### config.mk
export PLATFORM = sky130hd
export DESIGN_NAME = regulator_bank
export DESIGN_NICKNAME = d
export VERILOG_FILES = /design/src/inc/regulator_pkg.sv /design/src/core/regulator_bank.sv /design/src/core/regulator_unit.sv
export SDC_FILE = /design/constraint.sdc
export NUM_CORES = 1
export LEC_CHECK = 0
export BUFFER_PORTS_ARGS = -buffer_cell sky130_fd_sc_hd__buf_2
export CORE_MARGIN = 2
export CORE_UTILIZATION = 30
export CTS_CLUSTER_SIZE = 20
export DETAILED_ROUTE_END_ITERATION = 10
export GPL_TIMING_DRIVEN = 0
export HOLD_SLACK_MARGIN = 0.12
export PLACE_DENSITY = 0.62
export REMOVE_ABC_BUFFERS = 1
export SYNTH_ARGS = -nofsm -noshare
export SYNTH_HDL_FRONTEND = slang
export SYNTH_SLANG_ARGS = --single-unit
export TNS_END_PERCENT = 30
### constraint.sdc
create_clock -name CLK_I -period 2.3 [get_ports CLK_I]
set_input_delay 0.23 -clock CLK_I [delete_from_list [all_inputs] [get_ports CLK_I]]
set_output_delay 0.23 -clock CLK_I [all_outputs]
set_load 0.005 [all_outputs]
### src/inc/regulator_pkg.sv
// Purpose: shared constants, types and helpers for the regulator setting registers
// Assumes: 32-bit classic Wishbone slave, one register per aligned word
// Notes: register indices are word indices; byte address is four times the index
package regulator_pkg;

  // ----------------------------------------------------------------
  // register indices (byte address = index * 4)
  // ----------------------------------------------------------------
  localparam logic [5:0] IDX_LDO2_PRIMARY = 6'h13;
  localparam logic [5:0] IDX_LDO2_ALTERNATE = 6'h14;
  localparam logic [5:0] IDX_LDO2_CEILING = 6'h15;
  localparam logic [5:0] IDX_LDO3_PRIMARY = 6'h16;
  localparam logic [5:0] IDX_LDO3_ALTERNATE = 6'h17;
  localparam logic [5:0] IDX_LDO3_CEILING = 6'h18;

  // ----------------------------------------------------------------
  // field positions
  // ----------------------------------------------------------------
  localparam int ENABLE_BIT = 7;
  localparam int LOW_POWER_BIT = 6;
  localparam int SOURCE_SELECT_BIT = 6;
  localparam int CODE_MSB = 5;
  localparam int BYTE_MSB = 7;

  // ----------------------------------------------------------------
  // special and reset values
  // ----------------------------------------------------------------
  localparam logic [5:0] CEILING_OPEN_LOW = 6'h00;
  localparam logic [5:0] CEILING_OPEN_HIGH = 6'h3f;
  localparam logic [5:0] CODE_RESET = 6'h00;
  localparam logic [5:0] CEILING_RESET = 6'h00;
  localparam logic [31:0] BUS_DATA_RESET = 32'h0000_0000;

  // ----------------------------------------------------------------
  // types
  // ----------------------------------------------------------------
  typedef enum logic [1:0] {
    MODE_OFF = 2'b00,
    MODE_ON = 2'b01,
    MODE_SEQUENCED = 2'b10
  } enable_mode_e;

  typedef enum logic [1:0] {
    ST_LOAD = 2'b00,
    ST_IDLE = 2'b01,
    ST_ACK = 2'b10
  } bus_state_e;

  // one-time-programmed defaults of one regulator
  typedef struct packed {
    enable_mode_e enable;
    logic [5:0] primary_code;
    logic [5:0] alternate_code;
    logic [5:0] ceiling_code;
  } otp_defaults_s;

  // applied state of one regulator
  typedef struct packed {
    enable_mode_e mode;
    logic low_power_flag;
    logic [5:0] code;
  } regulator_status_s;

  // ----------------------------------------------------------------
  // helpers
  // ----------------------------------------------------------------
  // a code is accepted only when it does not exceed the ceiling
  function automatic logic code_allowed(input logic [5:0] code, input logic [5:0] ceiling);
    code_allowed = (code <= ceiling);
  endfunction

  // the ceiling locks once it holds anything but all zeros or all ones
  function automatic logic ceiling_locked(input logic [5:0] ceiling);
    ceiling_locked = (ceiling != CEILING_OPEN_LOW) && (ceiling != CEILING_OPEN_HIGH);
  endfunction

endpackage

### src/core/regulator_bank.sv
// Behaviour
// - Each alternate setting enable holds one of off, on, or switched on by the power-up sequence.
// - A low-power flag of 0 runs the regulator in normal mode and 1 in power-save mode.
// - The primary setting's source select picks whether the primary or the alternate code is applied.
// - Each setting register holds a six-bit voltage code in bits five to zero that sets the output.
// - The six-bit ceiling bounds the code of both setting registers of the same regulator.
// - A written code above the ceiling is discarded and the previous code kept.
// - A ceiling other than all zeros or all ones makes the ceiling register read-only.
// - Power-on reset restores defaults, with codes and enables taken from one-time-programmed memory.
//
// Purpose: Wishbone slave holding the setting registers of two regulators
// Assumes: otp default inputs are stable, same-clock outputs of the otp controller
// Notes: answers every access one cycle after it is taken; unmapped reads return zero
`timescale 1ns/1ps
module regulator_bank (
  input wire logic CLK_I,
  input wire logic RST_I,
  input wire logic CYC_I,
  input wire logic STB_I,
  input wire logic WE_I,
  input wire logic [7:0] ADR_I,
  input wire logic [3:0] SEL_I,
  input wire logic [31:0] DAT_I,
  output logic [31:0] DAT_O,
  output logic ACK_O,
  input wire regulator_pkg::otp_defaults_s LDO2_OTP_I,
  input wire regulator_pkg::otp_defaults_s LDO3_OTP_I,
  output regulator_pkg::regulator_status_s LDO2_STATUS_O,
  output regulator_pkg::regulator_status_s LDO3_STATUS_O
);

  // ----------------------------------------------------------------
  // declarations
  // ----------------------------------------------------------------
  regulator_pkg::bus_state_e state_reg, state_next;
  logic ack_reg, ack_next;
  logic [31:0] dat_reg, dat_next;
  regulator_pkg::regulator_status_s ldo2_status_reg, ldo2_status_next;
  regulator_pkg::regulator_status_s ldo3_status_reg, ldo3_status_next;
  regulator_pkg::regulator_status_s ldo2_status, ldo3_status;
  logic [5:0] index;
  logic request;
  logic write_commit;
  logic load;
  logic [7:0] ldo2_primary, ldo2_alternate, ldo2_ceiling;
  logic [7:0] ldo3_primary, ldo3_alternate, ldo3_ceiling;
  logic [7:0] read_byte;
  logic [7:0] wdata;

  assign index = ADR_I[7:2];
  assign request = CYC_I && STB_I;
  assign load = (state_reg == regulator_pkg::ST_LOAD);
  // a write lands at the edge where the master samples ack
  assign write_commit = (state_reg == regulator_pkg::ST_ACK) && request && WE_I && SEL_I[0];
  // only the low byte lane carries data
  assign wdata = DAT_I[regulator_pkg::BYTE_MSB:0];

  // ----------------------------------------------------------------
  // register units
  // ----------------------------------------------------------------
  regulator_unit u_ldo2 (
    .clk_i(CLK_I),
    .rst_i(RST_I),
    .load_i(load),
    .otp_i(LDO2_OTP_I),
    .wr_primary_i(write_commit && index == regulator_pkg::IDX_LDO2_PRIMARY),
    .wr_alternate_i(write_commit && index == regulator_pkg::IDX_LDO2_ALTERNATE),
    .wr_ceiling_i(write_commit && index == regulator_pkg::IDX_LDO2_CEILING),
    .wdata_i(wdata),
    .primary_o(ldo2_primary),
    .alternate_o(ldo2_alternate),
    .ceiling_o(ldo2_ceiling),
    .status_o(ldo2_status)
  );

  regulator_unit u_ldo3 (
    .clk_i(CLK_I),
    .rst_i(RST_I),
    .load_i(load),
    .otp_i(LDO3_OTP_I),
    .wr_primary_i(write_commit && index == regulator_pkg::IDX_LDO3_PRIMARY),
    .wr_alternate_i(write_commit && index == regulator_pkg::IDX_LDO3_ALTERNATE),
    .wr_ceiling_i(write_commit && index == regulator_pkg::IDX_LDO3_CEILING),
    .wdata_i(wdata),
    .primary_o(ldo3_primary),
    .alternate_o(ldo3_alternate),
    .ceiling_o(ldo3_ceiling),
    .status_o(ldo3_status)
  );

  // ----------------------------------------------------------------
  // read decode
  // ----------------------------------------------------------------
  // unmapped indices read as zero
  always_comb begin
    case (index)
      regulator_pkg::IDX_LDO2_PRIMARY: begin
        read_byte = ldo2_primary;
      end
      regulator_pkg::IDX_LDO2_ALTERNATE: begin
        read_byte = ldo2_alternate;
      end
      regulator_pkg::IDX_LDO2_CEILING: begin
        read_byte = ldo2_ceiling;
      end
      regulator_pkg::IDX_LDO3_PRIMARY: begin
        read_byte = ldo3_primary;
      end
      regulator_pkg::IDX_LDO3_ALTERNATE: begin
        read_byte = ldo3_alternate;
      end
      regulator_pkg::IDX_LDO3_CEILING: begin
        read_byte = ldo3_ceiling;
      end
      default: begin
        read_byte = 8'h00;
      end
    endcase
  end

  // ----------------------------------------------------------------
  // bus handshake
  // ----------------------------------------------------------------
  // load otp once, then answer each request with a single ack
  always_comb begin
    state_next = state_reg;
    ack_next = 1'b0;
    dat_next = dat_reg;
    case (state_reg)
      regulator_pkg::ST_LOAD: begin
        state_next = regulator_pkg::ST_IDLE;
      end
      regulator_pkg::ST_IDLE: begin
        if (request) begin
          state_next = regulator_pkg::ST_ACK;
          ack_next = 1'b1;
          dat_next = {24'h00_0000, read_byte};
        end
      end
      regulator_pkg::ST_ACK: begin
        state_next = regulator_pkg::ST_IDLE;
      end
      default: begin
        state_next = regulator_pkg::ST_IDLE;
      end
    endcase
  end

  // bus state register
  always_ff @(posedge CLK_I or posedge RST_I) begin
    if (RST_I) begin
      state_reg <= regulator_pkg::ST_LOAD;
      ack_reg <= 1'b0;
      dat_reg <= regulator_pkg::BUS_DATA_RESET;
    end else begin
      state_reg <= state_next;
      ack_reg <= ack_next;
      dat_reg <= dat_next;
    end
  end

  // ----------------------------------------------------------------
  // applied regulator state
  // ----------------------------------------------------------------
  // applied code follows the source select
  always_comb begin
    ldo2_status_next = ldo2_status;
    ldo3_status_next = ldo3_status;
  end

  // status outputs leave from flops
  always_ff @(posedge CLK_I or posedge RST_I) begin
    if (RST_I) begin
      ldo2_status_reg <= '{mode: regulator_pkg::MODE_OFF, low_power_flag: 1'b0, code: regulator_pkg::CODE_RESET};
      ldo3_status_reg <= '{mode: regulator_pkg::MODE_OFF, low_power_flag: 1'b0, code: regulator_pkg::CODE_RESET};
    end else begin
      ldo2_status_reg <= ldo2_status_next;
      ldo3_status_reg <= ldo3_status_next;
    end
  end

  assign DAT_O = dat_reg;
  assign ACK_O = ack_reg;
  assign LDO2_STATUS_O = ldo2_status_reg;
  assign LDO3_STATUS_O = ldo3_status_reg;
endmodule // regulator_bank

### src/core/regulator_unit.sv
// Purpose: primary, alternate and ceiling registers of one regulator
// Assumes: write strobes are one-cycle pulses from the bus slave
// Notes: load_i copies the one-time-programmed defaults in once after reset
`timescale 1ns/1ps
module regulator_unit (
  input wire logic clk_i,
  input wire logic rst_i,
  input wire logic load_i,
  input wire regulator_pkg::otp_defaults_s otp_i,
  input wire logic wr_primary_i,
  input wire logic wr_alternate_i,
  input wire logic wr_ceiling_i,
  input wire logic [7:0] wdata_i,
  output logic [7:0] primary_o,
  output logic [7:0] alternate_o,
  output logic [7:0] ceiling_o,
  output regulator_pkg::regulator_status_s status_o
);

  logic source_select_reg, source_select_next;
  logic [5:0] primary_code_reg, primary_code_next;
  regulator_pkg::enable_mode_e mode_reg, mode_next;
  logic low_power_reg, low_power_next;
  logic [5:0] alternate_code_reg, alternate_code_next;
  logic [5:0] ceiling_reg, ceiling_next;
  logic [5:0] wcode;

  assign wcode = wdata_i[regulator_pkg::CODE_MSB:0];

  // ----------------------------------------------------------------
  // next register values
  // ----------------------------------------------------------------
  always_comb begin
    source_select_next = source_select_reg;
    primary_code_next = primary_code_reg;
    mode_next = mode_reg;
    low_power_next = low_power_reg;
    alternate_code_next = alternate_code_reg;
    ceiling_next = ceiling_reg;
    if (load_i) begin
      mode_next = otp_i.enable;
      primary_code_next = otp_i.primary_code;
      alternate_code_next = otp_i.alternate_code;
      ceiling_next = otp_i.ceiling_code;
    end else begin
      if (wr_primary_i) begin
        source_select_next = wdata_i[regulator_pkg::SOURCE_SELECT_BIT];
        if (regulator_pkg::code_allowed(wcode, ceiling_reg)) begin
          primary_code_next = wcode;
        end
      end
      if (wr_alternate_i) begin
        mode_next = wdata_i[regulator_pkg::ENABLE_BIT] ? regulator_pkg::MODE_ON : regulator_pkg::MODE_OFF;
        low_power_next = wdata_i[regulator_pkg::LOW_POWER_BIT];
        if (regulator_pkg::code_allowed(wcode, ceiling_reg)) begin
          alternate_code_next = wcode;
        end
      end
      if (wr_ceiling_i && !regulator_pkg::ceiling_locked(ceiling_reg)) begin
        ceiling_next = wcode;
      end
    end
  end

  // register stage, constant values under reset
  always_ff @(posedge clk_i or posedge rst_i) begin
    if (rst_i) begin
      source_select_reg <= 1'b0;
      primary_code_reg <= regulator_pkg::CODE_RESET;
      mode_reg <= regulator_pkg::MODE_OFF;
      low_power_reg <= 1'b0;
      alternate_code_reg <= regulator_pkg::CODE_RESET;
      ceiling_reg <= regulator_pkg::CEILING_RESET;
    end else begin
      source_select_reg <= source_select_next;
      primary_code_reg <= primary_code_next;
      mode_reg <= mode_next;
      low_power_reg <= low_power_next;
      alternate_code_reg <= alternate_code_next;
      ceiling_reg <= ceiling_next;
    end
  end

  // ----------------------------------------------------------------
  // read views and applied state
  // ----------------------------------------------------------------
  // reserved bits read zero
  assign primary_o = {1'b0, source_select_reg, primary_code_reg};
  assign alternate_o = {mode_reg != regulator_pkg::MODE_OFF, low_power_reg, alternate_code_reg};
  assign ceiling_o = {2'b00, ceiling_reg};
  assign status_o.code = source_select_reg ? alternate_code_reg : primary_code_reg;
  assign status_o.mode = mode_reg;
  assign status_o.low_power_flag = low_power_reg;
endmodule // regulator_unit

==> impl_metrics.py, run 1 <==
metrics = {
    "status": {
        "status": "complete, no violations",
    },
    "clocking": {
        "clkTransAtPathRegs_ns": 0.06,
        "cts_max_path_buffers": 2,
        "numCtsBuffers": 9,
        "clock_latency_ns": 0.34,
        "cts.sinks": 73,
        "cts_max_level": 3,
        "root_buffer": "clkbuf_16",
        "tritoncts": "yes",
    },
    "logic_synthesis": {
        "yosysWarnings": 0,
        "synthCells": 369,
        "synth_edf_count": 0,
        "synth_top_cell_by_area": "dfrtp_1",
        "synth_ff_type": "dfrtp_1",
        "synth_area_mm2": 0.00390,
        "synthTopCellsByCount": "dfrtp_1 (73), inv_1 (33), a21oi_1 (31), mux2i_1 (31), buf_4 (25)",
        "synth-seq-area-share": 0.468,
        "syn_avg_cell_area_um2": 10.6,
        "netlist.area_leader.share": 0.468,
        "synth-seq-cells": 73,
        "post-synth-top-count-cell": "dfrtp_1",
        "synth_cell_type_count": 45,
        "ys_top_cells_by_area": "dfrtp_1 (47%), mux2i_1 (7.9%), buf_4 (4.8%)",
        "ys_async_sr_fraction": 1.00,
    },
    "setup_path": {
        "path_buf_inv": 1,
        "path_class": "flop to flop",
        "startpoint_type": "flop",
        "reg2reg_slack_ns": 0.04,
        "r2r_start": "u_ldo3.ceiling_reg[5]",
        "critPathSlowestCell": "dfrtp_1",
        "cp_data_required_time_ns": 2.52,
        "critPathTopFamily": "simple AND/OR/NAND/NOR gates",
        "crit_fanout": 6,
        "slowest_delay_ns": 0.43,
        "worstReg2RegEnd": "u_ldo3.alternate_code_reg[0]",
        "worstPathCellList": "inv_1 -> ha_1 -> and4_1 -> a31o_2 -> a31oi_1 -> or2_4 -> mux2_4",
        "cp-end-kind": "flop",
        "crit_arrival_ns": 2.48,
        "r2r_cells": 7,
    },
    "power_and_ir_drop": {
        "p_seq_frac": 0.447,
        "swShare": 0.300,
        "p_leak_nw": 2.47,
        "power.switching_mw": 1.34,
        "pwr-share-clk": 0.334,
        "peakVddDrop_uv": 367,
        "power_density_mw_per_mm2": 925,
        "p_comb_frac": 0.219,
        "power.total_mw": 4.48,
        "intPower_mw": 3.14,
    },
    "sta": {
        "setup_violations": 0,
        "period_needed_ns": 2.26,
        "post-route-period-util": 0.982,
        "slew_violations": 0,
        "fmax_mhz": 443,
        "fin_skew_ns": 0.00749,
        "hold_viol_final": 0,
        "tightest_slew_ns": 0.945,
        "rsz0062_at_grt": "true",
        "worst_slack_ns": 0.0419,
        "relSlewSlack": 0.369,
    },
    "final_layout": {
        "area_growth_syn_to_layout_pct": 24.1,
        "antennaDiodeCount": 0,
        "final_layout_size_suffix_gt1_frac": 0.308,
        "fin_nets": 564,
        "n_fill_cell": 1287,
    },
    "place": {
        "port_buffers": 86,
        "dp_hpwl_um": 7670,
        "routabilityCongestion": 0.863,
        "post-place-ws_ns": -0.154,
    },
    "global_route": {
        "grt_max_degree": 74,
        "grtUsageTotal": 0.156,
        "grt_overflow": 0,
        "grt_antenna_before_repair": 0,
        "grt_pass1_vias": 3109,
        "grt_pass1_wl_um": 16700,
    },
    "die": {
        "core-area_mm2": 0.0127,
        "num_rows": 41,
        "fp.dieH_um": 118,
        "die_x_um": 118,
        "io_pins": 140,
        "start_util": 0.308,
        "die-area_mm2": 0.0139,
    },
    "routing": {
        "drt-pass1-iter-count": 4,
        "dr.first_iter.drc_count": 274,
        "vias": 3077,
        "drt.antenna.violating_nets": 0,
        "route.detailed.drc": 0,
        "drt_wl_total_um": 10800,
        "wl_per_cell_um": 16.8,
        "avgViaCountPerCell": 4.81,
    },
    "flow_run": {
        "drv_cap": 0,
    },
    "worst_hold_path": {
        "worst_hold_path_type": "input port to async pin",
    },
}
==> layer usage <==
layer | vias up | share of wire | GRT usage
li1 | 1443 | - | -
met1 | 1494 | 0.42 | 0.201
met2 | 126 | 0.48 | 0.249
met3 | 14 | 0.077 | 0.0455
met4 | 0 | 0.019 | 0.0557
met5 | - | 0 | 0
==> power groups by stage <==
stage | combinational (mW) | sequential (mW) | clock (mW)
after floorplan | 0.574 | 1.93 | 0
after global placement | 0.904 | 2.01 | 0
after detailed placement | 0.948 | 2.02 | 0
after CTS | 0.980 | 2.00 | 1.51
after global routing | 1.11 | 2.06 | 1.59
final | 0.981 | 2.01 | 1.50
==> metrics by stage <==
stage / util / TNS, ns / std cells / hold WS (ns) / cell area, µm²
2_1_floorplan: - / -9.04 / 354 / 0.347 / 3720
3_3_place_gp: 0.345 / -84.24 / 612 / 0.382 / 4370
3_5_place_dp: 0.346 / -0.417 / 612 / 0.387 / 4380
4_1_cts: 0.380 / 0 / 638 / 0.129 / 4810
5_1_grt: 0.382 / -0.0289 / 640 / 0.151 / 4850
6_report: 0.382 / 0 / 640 / 0.0833 / 4850
==> cells in the final DEF, fill, tap and decap left out, types with 12 or more instances in the layout <==
cell type	synthesis	routed
a21oi_1	31	31
a22oi_1	14	14
buf_2	0	86
conb_1	1	24
dfrtp_1	73	73
ha_1	12	12
inv_1	33	32
mux2_2	13	13
mux2i_1	31	31
nand2_1	24	24
nor2_1	14	13
o21ai_0	15	15
==> worst max path at each step <==
stage,from,to,slack (ns),depth (start not counted)
2_1_floorplan,state_reg[0],u_ldo2.alternate_code_reg[0],-0.57,5
3_3_place_gp,state_reg[0],u_ldo3.alternate_code_reg[0],-1.53,4
3_5_place_dp,state_reg[0],u_ldo2.alternate_code_reg[0],-0.15,5
4_1_cts,u_ldo2.ceiling_reg[5],u_ldo2.alternate_code_reg[0],0.03,7
5_1_grt,u_ldo3.ceiling_reg[5],u_ldo3.alternate_code_reg[0],-0.03,7
6_report,u_ldo3.ceiling_reg[5],u_ldo3.alternate_code_reg[0],0.04,7
==> final cells by class <==
cell class	instances	area [µm²]	area share
clock buffers	9	225	0.0465
clock inverters	7	92.6	0.0191
inverters	34	130	0.0269
multi-input cells	248	1800	0.371
flip-flops and latches	73	1830	0.377
well taps	172	215	0.0444
repair buffers	97	558	0.115
==> kinds of logic (layout without fill, tap and decap cells) <==
| kind of cell | Yosys count | after routing | share of synthesized area |
|---|---|---|---|
| AO/OA/AOI/OAI | 88 | 88 | 0.143 |
| adder cells (fa/ha/maj) | 12 | 12 | 0.0384 |
| buffers and inverters | 72 | 147 | 0.101 |
| flip-flops | 73 | 73 | 0.468 |
| multiplexers | 48 | 48 | 0.131 |
| other | 1 | 24 | 0.000960 |
| AND/OR/NAND/NOR | 75 | 76 | 0.118 |
==> repair_timing <==
item / in CTS / in global routing
setup buffers: 1 / 2
hold buffers: 8 / 0
endpoints found under the hold margin: 8 / 0
gates resized for setup: 5 / 1
endpoints found under the setup margin: 9 / 3
gates cloned: 1 / 0
pin swaps: 1 / 1
(Power assumes the default switching activity.)
==> run 2: changes to the inputs <==
- SETUP_SLACK_MARGIN: unset -> 0.4
==> impl_metrics.py, run 2 (synthesis gave the netlist of run 1 again) <==
metrics = {
    "sta": {
        "fin_skew_ns": 0.00731,
        "hold_slack_ns": 0.0916,
        "hold_viol_final": 0,
        "tightest_slew_ns": 1.12,
        "period_needed_ns": 2.00,
        "relSlewSlack": 0.246,
        "fmax_mhz": 500,
        "post-route-period-util": 0.869,
        "setup_violations": 0,
        "rsz0062_at_grt": "true",
        "fin_tns_setup_ns": 0,
        "slew_violations": 0,
    },
    "setup_path": {
        "critPathSlowestCell": "dfrtp_1",
        "startpoint_type": "flop",
        "path_class": "flop to flop",
        "critPathTopFamily": "simple AND/OR/NAND/NOR gates",
        "r2r_start": "u_ldo3.ceiling_reg[2]",
        "worstPathCellList": "inv_1 -> ha_1 -> and4_4 -> a31o_4 -> a31oi_4 -> or2_4 -> mux2_4",
        "startpoint": "u_ldo3.ceiling_reg[2]",
        "crit_fanout": 3,
        "path_buf_inv": 1,
        "crit_arrival_ns": 2.22,
        "cp_data_required_time_ns": 2.52,
        "cp-end-kind": "flop",
        "slowest_delay_ns": 0.38,
    },
    "clocking": {
        "numCtsBuffers": 9,
        "clkTransAtPathRegs_ns": 0.06,
        "clock_latency_ns": 0.34,
        "tritoncts": "yes",
        "cts_max_level": 3,
        "cts.sinks": 73,
        "cts_max_path_buffers": 2,
        "root_buffer": "clkbuf_16",
    },
    "place": {
        "port_buffers": 86,
        "dp_hpwl_um": 7670,
        "routabilityCongestion": 0.863,
        "placed_cell_area_mm2": 0.00438,
    },
    "final_layout": {
        "final_layout_size_suffix_gt1_frac": 0.373,
        "layout_commonest_cell": "buf_2",
        "fin_nets": 589,
        "multi_input_area_mm2": 0.00192,
        "regArea_mm2": 0.00183,
        "most-common-layout-cells": "buf_2 (86), dfrtp_1 (69), a21oi_1 (31), mux2i_1 (31), inv_1 (30)",
        "area_growth_syn_to_layout_pct": 33.1,
        "antennaDiodeCount": 0,
        "final_area_mm2": 0.00520,
        "n_fill_cell": 1236,
    },
    "status": {
        "status": "complete, no violations",
    },
    "die": {
        "core-area_mm2": 0.0127,
        "die-area_mm2": 0.0139,
        "die_x_um": 118,
        "start_util": 0.308,
        "fp.dieH_um": 118,
        "io_pins": 140,
        "num_rows": 41,
    },
    "power_and_ir_drop": {
        "p_leak_nw": 2.62,
        "power_density_mw_per_mm2": 905,
        "peakVddDrop_uv": 365,
        "power.total_mw": 4.70,
    },
    "global_route": {
        "grt_antenna_before_repair": 0,
        "grt_max_degree": 74,
        "grt_pass1_vias": 3274,
        "grt_overflow": 0,
        "grtUsageTotal": 0.167,
        "grt_pass1_wl_um": 17800,
    },
    "routing": {
        "drt_wl_total_um": 11600,
        "avgViaCountPerCell": 4.92,
        "dr.first_iter.drc_count": 321,
        "drt.antenna.violating_nets": 0,
        "drt-pass1-iter-count": 5,
        "route.detailed.drc": 0,
        "wl_per_cell_um": 17.5,
        "vias": 3270,
    },
    "flow_run": {
        "drv_cap": 0,
    },
    "worst_hold_path": {
        "worst_hold_path_type": "input port to async pin",
    },
}
-- run 2: cell types whose count changed in the layout (fill, tap and decap cells not counted), moves of 4 or more --
| cell | before | now |
|---|---|---|
| buf_4 | 1 | 19 |
| dfrtp_2 | 0 | 4 |
| o21ai_0 | 15 | 9 |
| o21ai_1 | 0 | 5 |
| dfrtp_1 | 73 | 69 |
-- run 2: worst paths after layout --
kind | to | slack, ns | depth (start not counted)
hold / removal | LDO3_STATUS_O[5] | 0.09 | 2
setup / recovery | u_ldo3.alternate_code_reg[0] | 0.30 | 7
min in group CLK_I | u_ldo2.ceiling_reg[3] | 0.14 | 2
max in group asynchronous | u_ldo2.ceiling_reg[1] | 1.57 | 2
setup reg to reg | u_ldo3.alternate_code_reg[0] | 0.30 | 7
hold reg to reg | LDO3_STATUS_O[6] | 0.40 | 0
-- run 2: area by class of cell --
cell class                 count  share of cell area
multi-input combinational    249               0.369
sequential                    73               0.352
timing repair buffer         121               0.151
clock buffer                   9              0.0433
tap                          172              0.0414
inverter                      34              0.0250
clock inverter                 7              0.0178
-- run 2: power breakdown --
part / internal [mW] / switching (mW)
combinational: 0.624 / 0.591
clock: 0.949 / 0.548
sequential: 1.70 / 0.294
total: 3.27 / 1.43
-- run 2: timing repair --
item,4_1_cts,5_1_grt
hold buffers,8,0
pin swaps,9,6
hold endpoints to repair,8,0
cloned,2,0
setup buffers,25,2
setup endpoints to repair,36,37
resized for setup,24,14
-- run 2: through the flow --
step            util  setup WS (ns)  instances
3_5_place_dp   0.346         -0.154        612
3_3_place_gp   0.345          -1.53        612
5_1_grt        0.410          0.273        665
4_1_cts        0.405          0.371        663
6_report       0.410          0.301        665
2_1_floorplan      -         -0.567        354
-- run 2: metal layers --
metal / up-vias / GRT usage / wire length [µm]
met4: 0 / 0.0663 / 355
li1: 1493 / - / -
met1: 1601 / 0.216 / 4970
met5: - / 0 / 0
met3: 35 / 0.0426 / 795
met2: 141 / 0.267 / 5490
==> run 3: changes to the inputs <==
- CORE_MARGIN: 2 -> 4
==> impl_metrics.py, run 3 (synthesis gave the netlist of run 1 again) <==
metrics = {
    "status": {
        "status": "complete, no violations",
    },
    "clocking": {
        "root_buffer": "clkbuf_16",
        "cts_max_path_buffers": 2,
        "cts_max_level": 3,
        "clock_latency_ns": 0.33,
        "clkTransAtPathRegs_ns": 0.06,
        "numCtsBuffers": 9,
        "tritoncts": "yes",
        "cts.sinks": 73,
    },
    "sta": {
        "fmax_mhz": 521,
        "rsz0062_at_grt": "true",
        "fin_skew_ns": 0.00406,
        "relSlewSlack": 0.346,
        "fin_tns_setup_ns": 0,
        "hold_slack_ns": 0.103,
        "setup_violations": 0,
        "post-route-period-util": 0.835,
        "tightest_slew_ns": 0.980,
        "slew_violations": 0,
        "period_needed_ns": 1.92,
        "hold_viol_final": 0,
    },
    "die": {
        "die-area_mm2": 0.0149,
        "core-area_mm2": 0.0127,
        "fp.dieH_um": 122,
        "die_x_um": 122,
        "io_pins": 140,
        "num_rows": 41,
        "start_util": 0.308,
    },
    "routing": {
        "drt.antenna.violating_nets": 0,
        "avgViaCountPerCell": 4.83,
        "vias": 3180,
        "dr.first_iter.drc_count": 292,
        "wl_per_cell_um": 17.3,
        "drt-pass1-iter-count": 5,
        "route.detailed.drc": 0,
        "drt_wl_total_um": 11400,
    },
    "setup_path": {
        "cp_data_required_time_ns": 2.51,
        "path_class": "flop to flop",
        "startpoint_type": "flop",
        "crit_arrival_ns": 2.13,
        "r2r_cells": 7,
        "cp-end-kind": "flop",
        "crit_fanout": 4,
    },
    "global_route": {
        "grt_max_degree": 74,
        "grtUsageTotal": 0.153,
        "grt_overflow": 0,
        "grt_antenna_before_repair": 0,
        "grt_pass1_vias": 3215,
        "grt_pass1_wl_um": 17400,
    },
    "power_and_ir_drop": {
        "power.switching_mw": 1.39,
        "p_leak_nw": 2.58,
        "p_seq_frac": 0.426,
        "p_comb_frac": 0.253,
        "pwr-share-clk": 0.321,
        "power_density_mw_per_mm2": 899,
        "intPower_mw": 3.25,
        "peakVddDrop_uv": 422,
        "swShare": 0.300,
        "power.total_mw": 4.64,
    },
    "final_layout": {
        "antennaDiodeCount": 0,
        "multi_input_area_mm2": 0.00194,
        "n_fill_cell": 1253,
        "fin_nets": 583,
        "regArea_mm2": 0.00183,
        "final_cells": 658,
        "final_layout_size_suffix_gt1_frac": 0.379,
        "fin_util": 0.407,
        "layout_commonest_cell": "buf_2",
        "most-common-layout-cells": "buf_2 (86), dfrtp_1 (68), a21oi_1 (31), mux2i_1 (31), inv_1 (29)",
        "area_growth_syn_to_layout_pct": 32.2,
    },
    "flow_run": {
        "drv_cap": 0,
    },
    "place": {
        "dp_hpwl_um": 7870,
        "routabilityCongestion": 0.884,
        "dp_cells": 612,
        "port_buffers": 86,
    },
    "worst_hold_path": {
        "worst_hold_path_type": "input port to async pin",
    },
}
[run 3: cell types whose count changed in the layout (fill, tap and decap cells not counted), sizes merged]
cell	delta
clkinvlp	+2
clkinv	-3
dlygate4sd3	-3
buf	-3
[run 3: routing by layer]
metal,vias to the layer above,track usage,part of all wire
met5,-,0,0
met4,0,0.0497,0.025
met3,22,0.0460,0.084
met2,132,0.251,0.48
met1,1538,0.194,0.41
li1,1488,-,-
[run 3: stage by stage]
stage / worst slack, ns / instance area, µm²
2_1_floorplan: -0.567 / 3720
3_3_place_gp: -1.55 / 4370
3_5_place_dp: -0.143 / 4380
4_1_cts: 0.388 / 5100
5_1_grt: 0.320 / 5160
6_report: 0.380 / 5160
[run 3: timing repair]
action                                  CTS  global route
endpoints found under the hold margin     5             0
endpoints found under the setup margin   36            36
pin swaps                                 7             1
hold buffers                              5             0
cloned                                    2             0
setup buffers                            21             3
resized for setup                        29             6
[run 3: layout make-up]
cell class,instances,area share
multi-input cells,249,0.376
clock buffers,9,0.0436
well taps,172,0.0417
inverters,34,0.0252
clock inverters,6,0.0179
repair buffers,115,0.140
flip-flops and latches,73,0.355
[run 3: final timing paths]
kind	startpoint	endpoint	slack, ns
max in group asynchronous	RST_I	u_ldo2.ceiling_reg[3]	1.55
min reg2reg	u_ldo2.mode_reg[0]	LDO2_STATUS_O[7]	0.40
max	u_ldo3.ceiling_reg[2]	u_ldo3.alternate_code_reg[0]	0.38
min	RST_I	u_ldo3.primary_code_reg[0]	0.10
min in group CLK_I	LDO3_OTP_I[1]	u_ldo3.ceiling_reg[1]	0.13
max reg2reg	u_ldo3.ceiling_reg[2]	u_ldo3.alternate_code_reg[0]	0.38
[run 3: power groups by stage]
stage                     sequential [mW]  combinational, mW  clock [mW]
after detailed placement             2.01              0.960           0
after floorplan                      1.93              0.574           0
after global routing                 2.03               1.31        1.56
after CTS                            1.98               1.17        1.51
after global placement               2.00              0.916           0
final                                1.98               1.17        1.49
[run 3: critical path: stages, from the launching register on]
cell     delay [ns]
dfrtp_1        0.40
inv_1          0.06
ha_1           0.27
and4_4         0.20
a31o_4         0.22
a31oi_4        0.17
or2_4          0.18
mux2_4         0.30
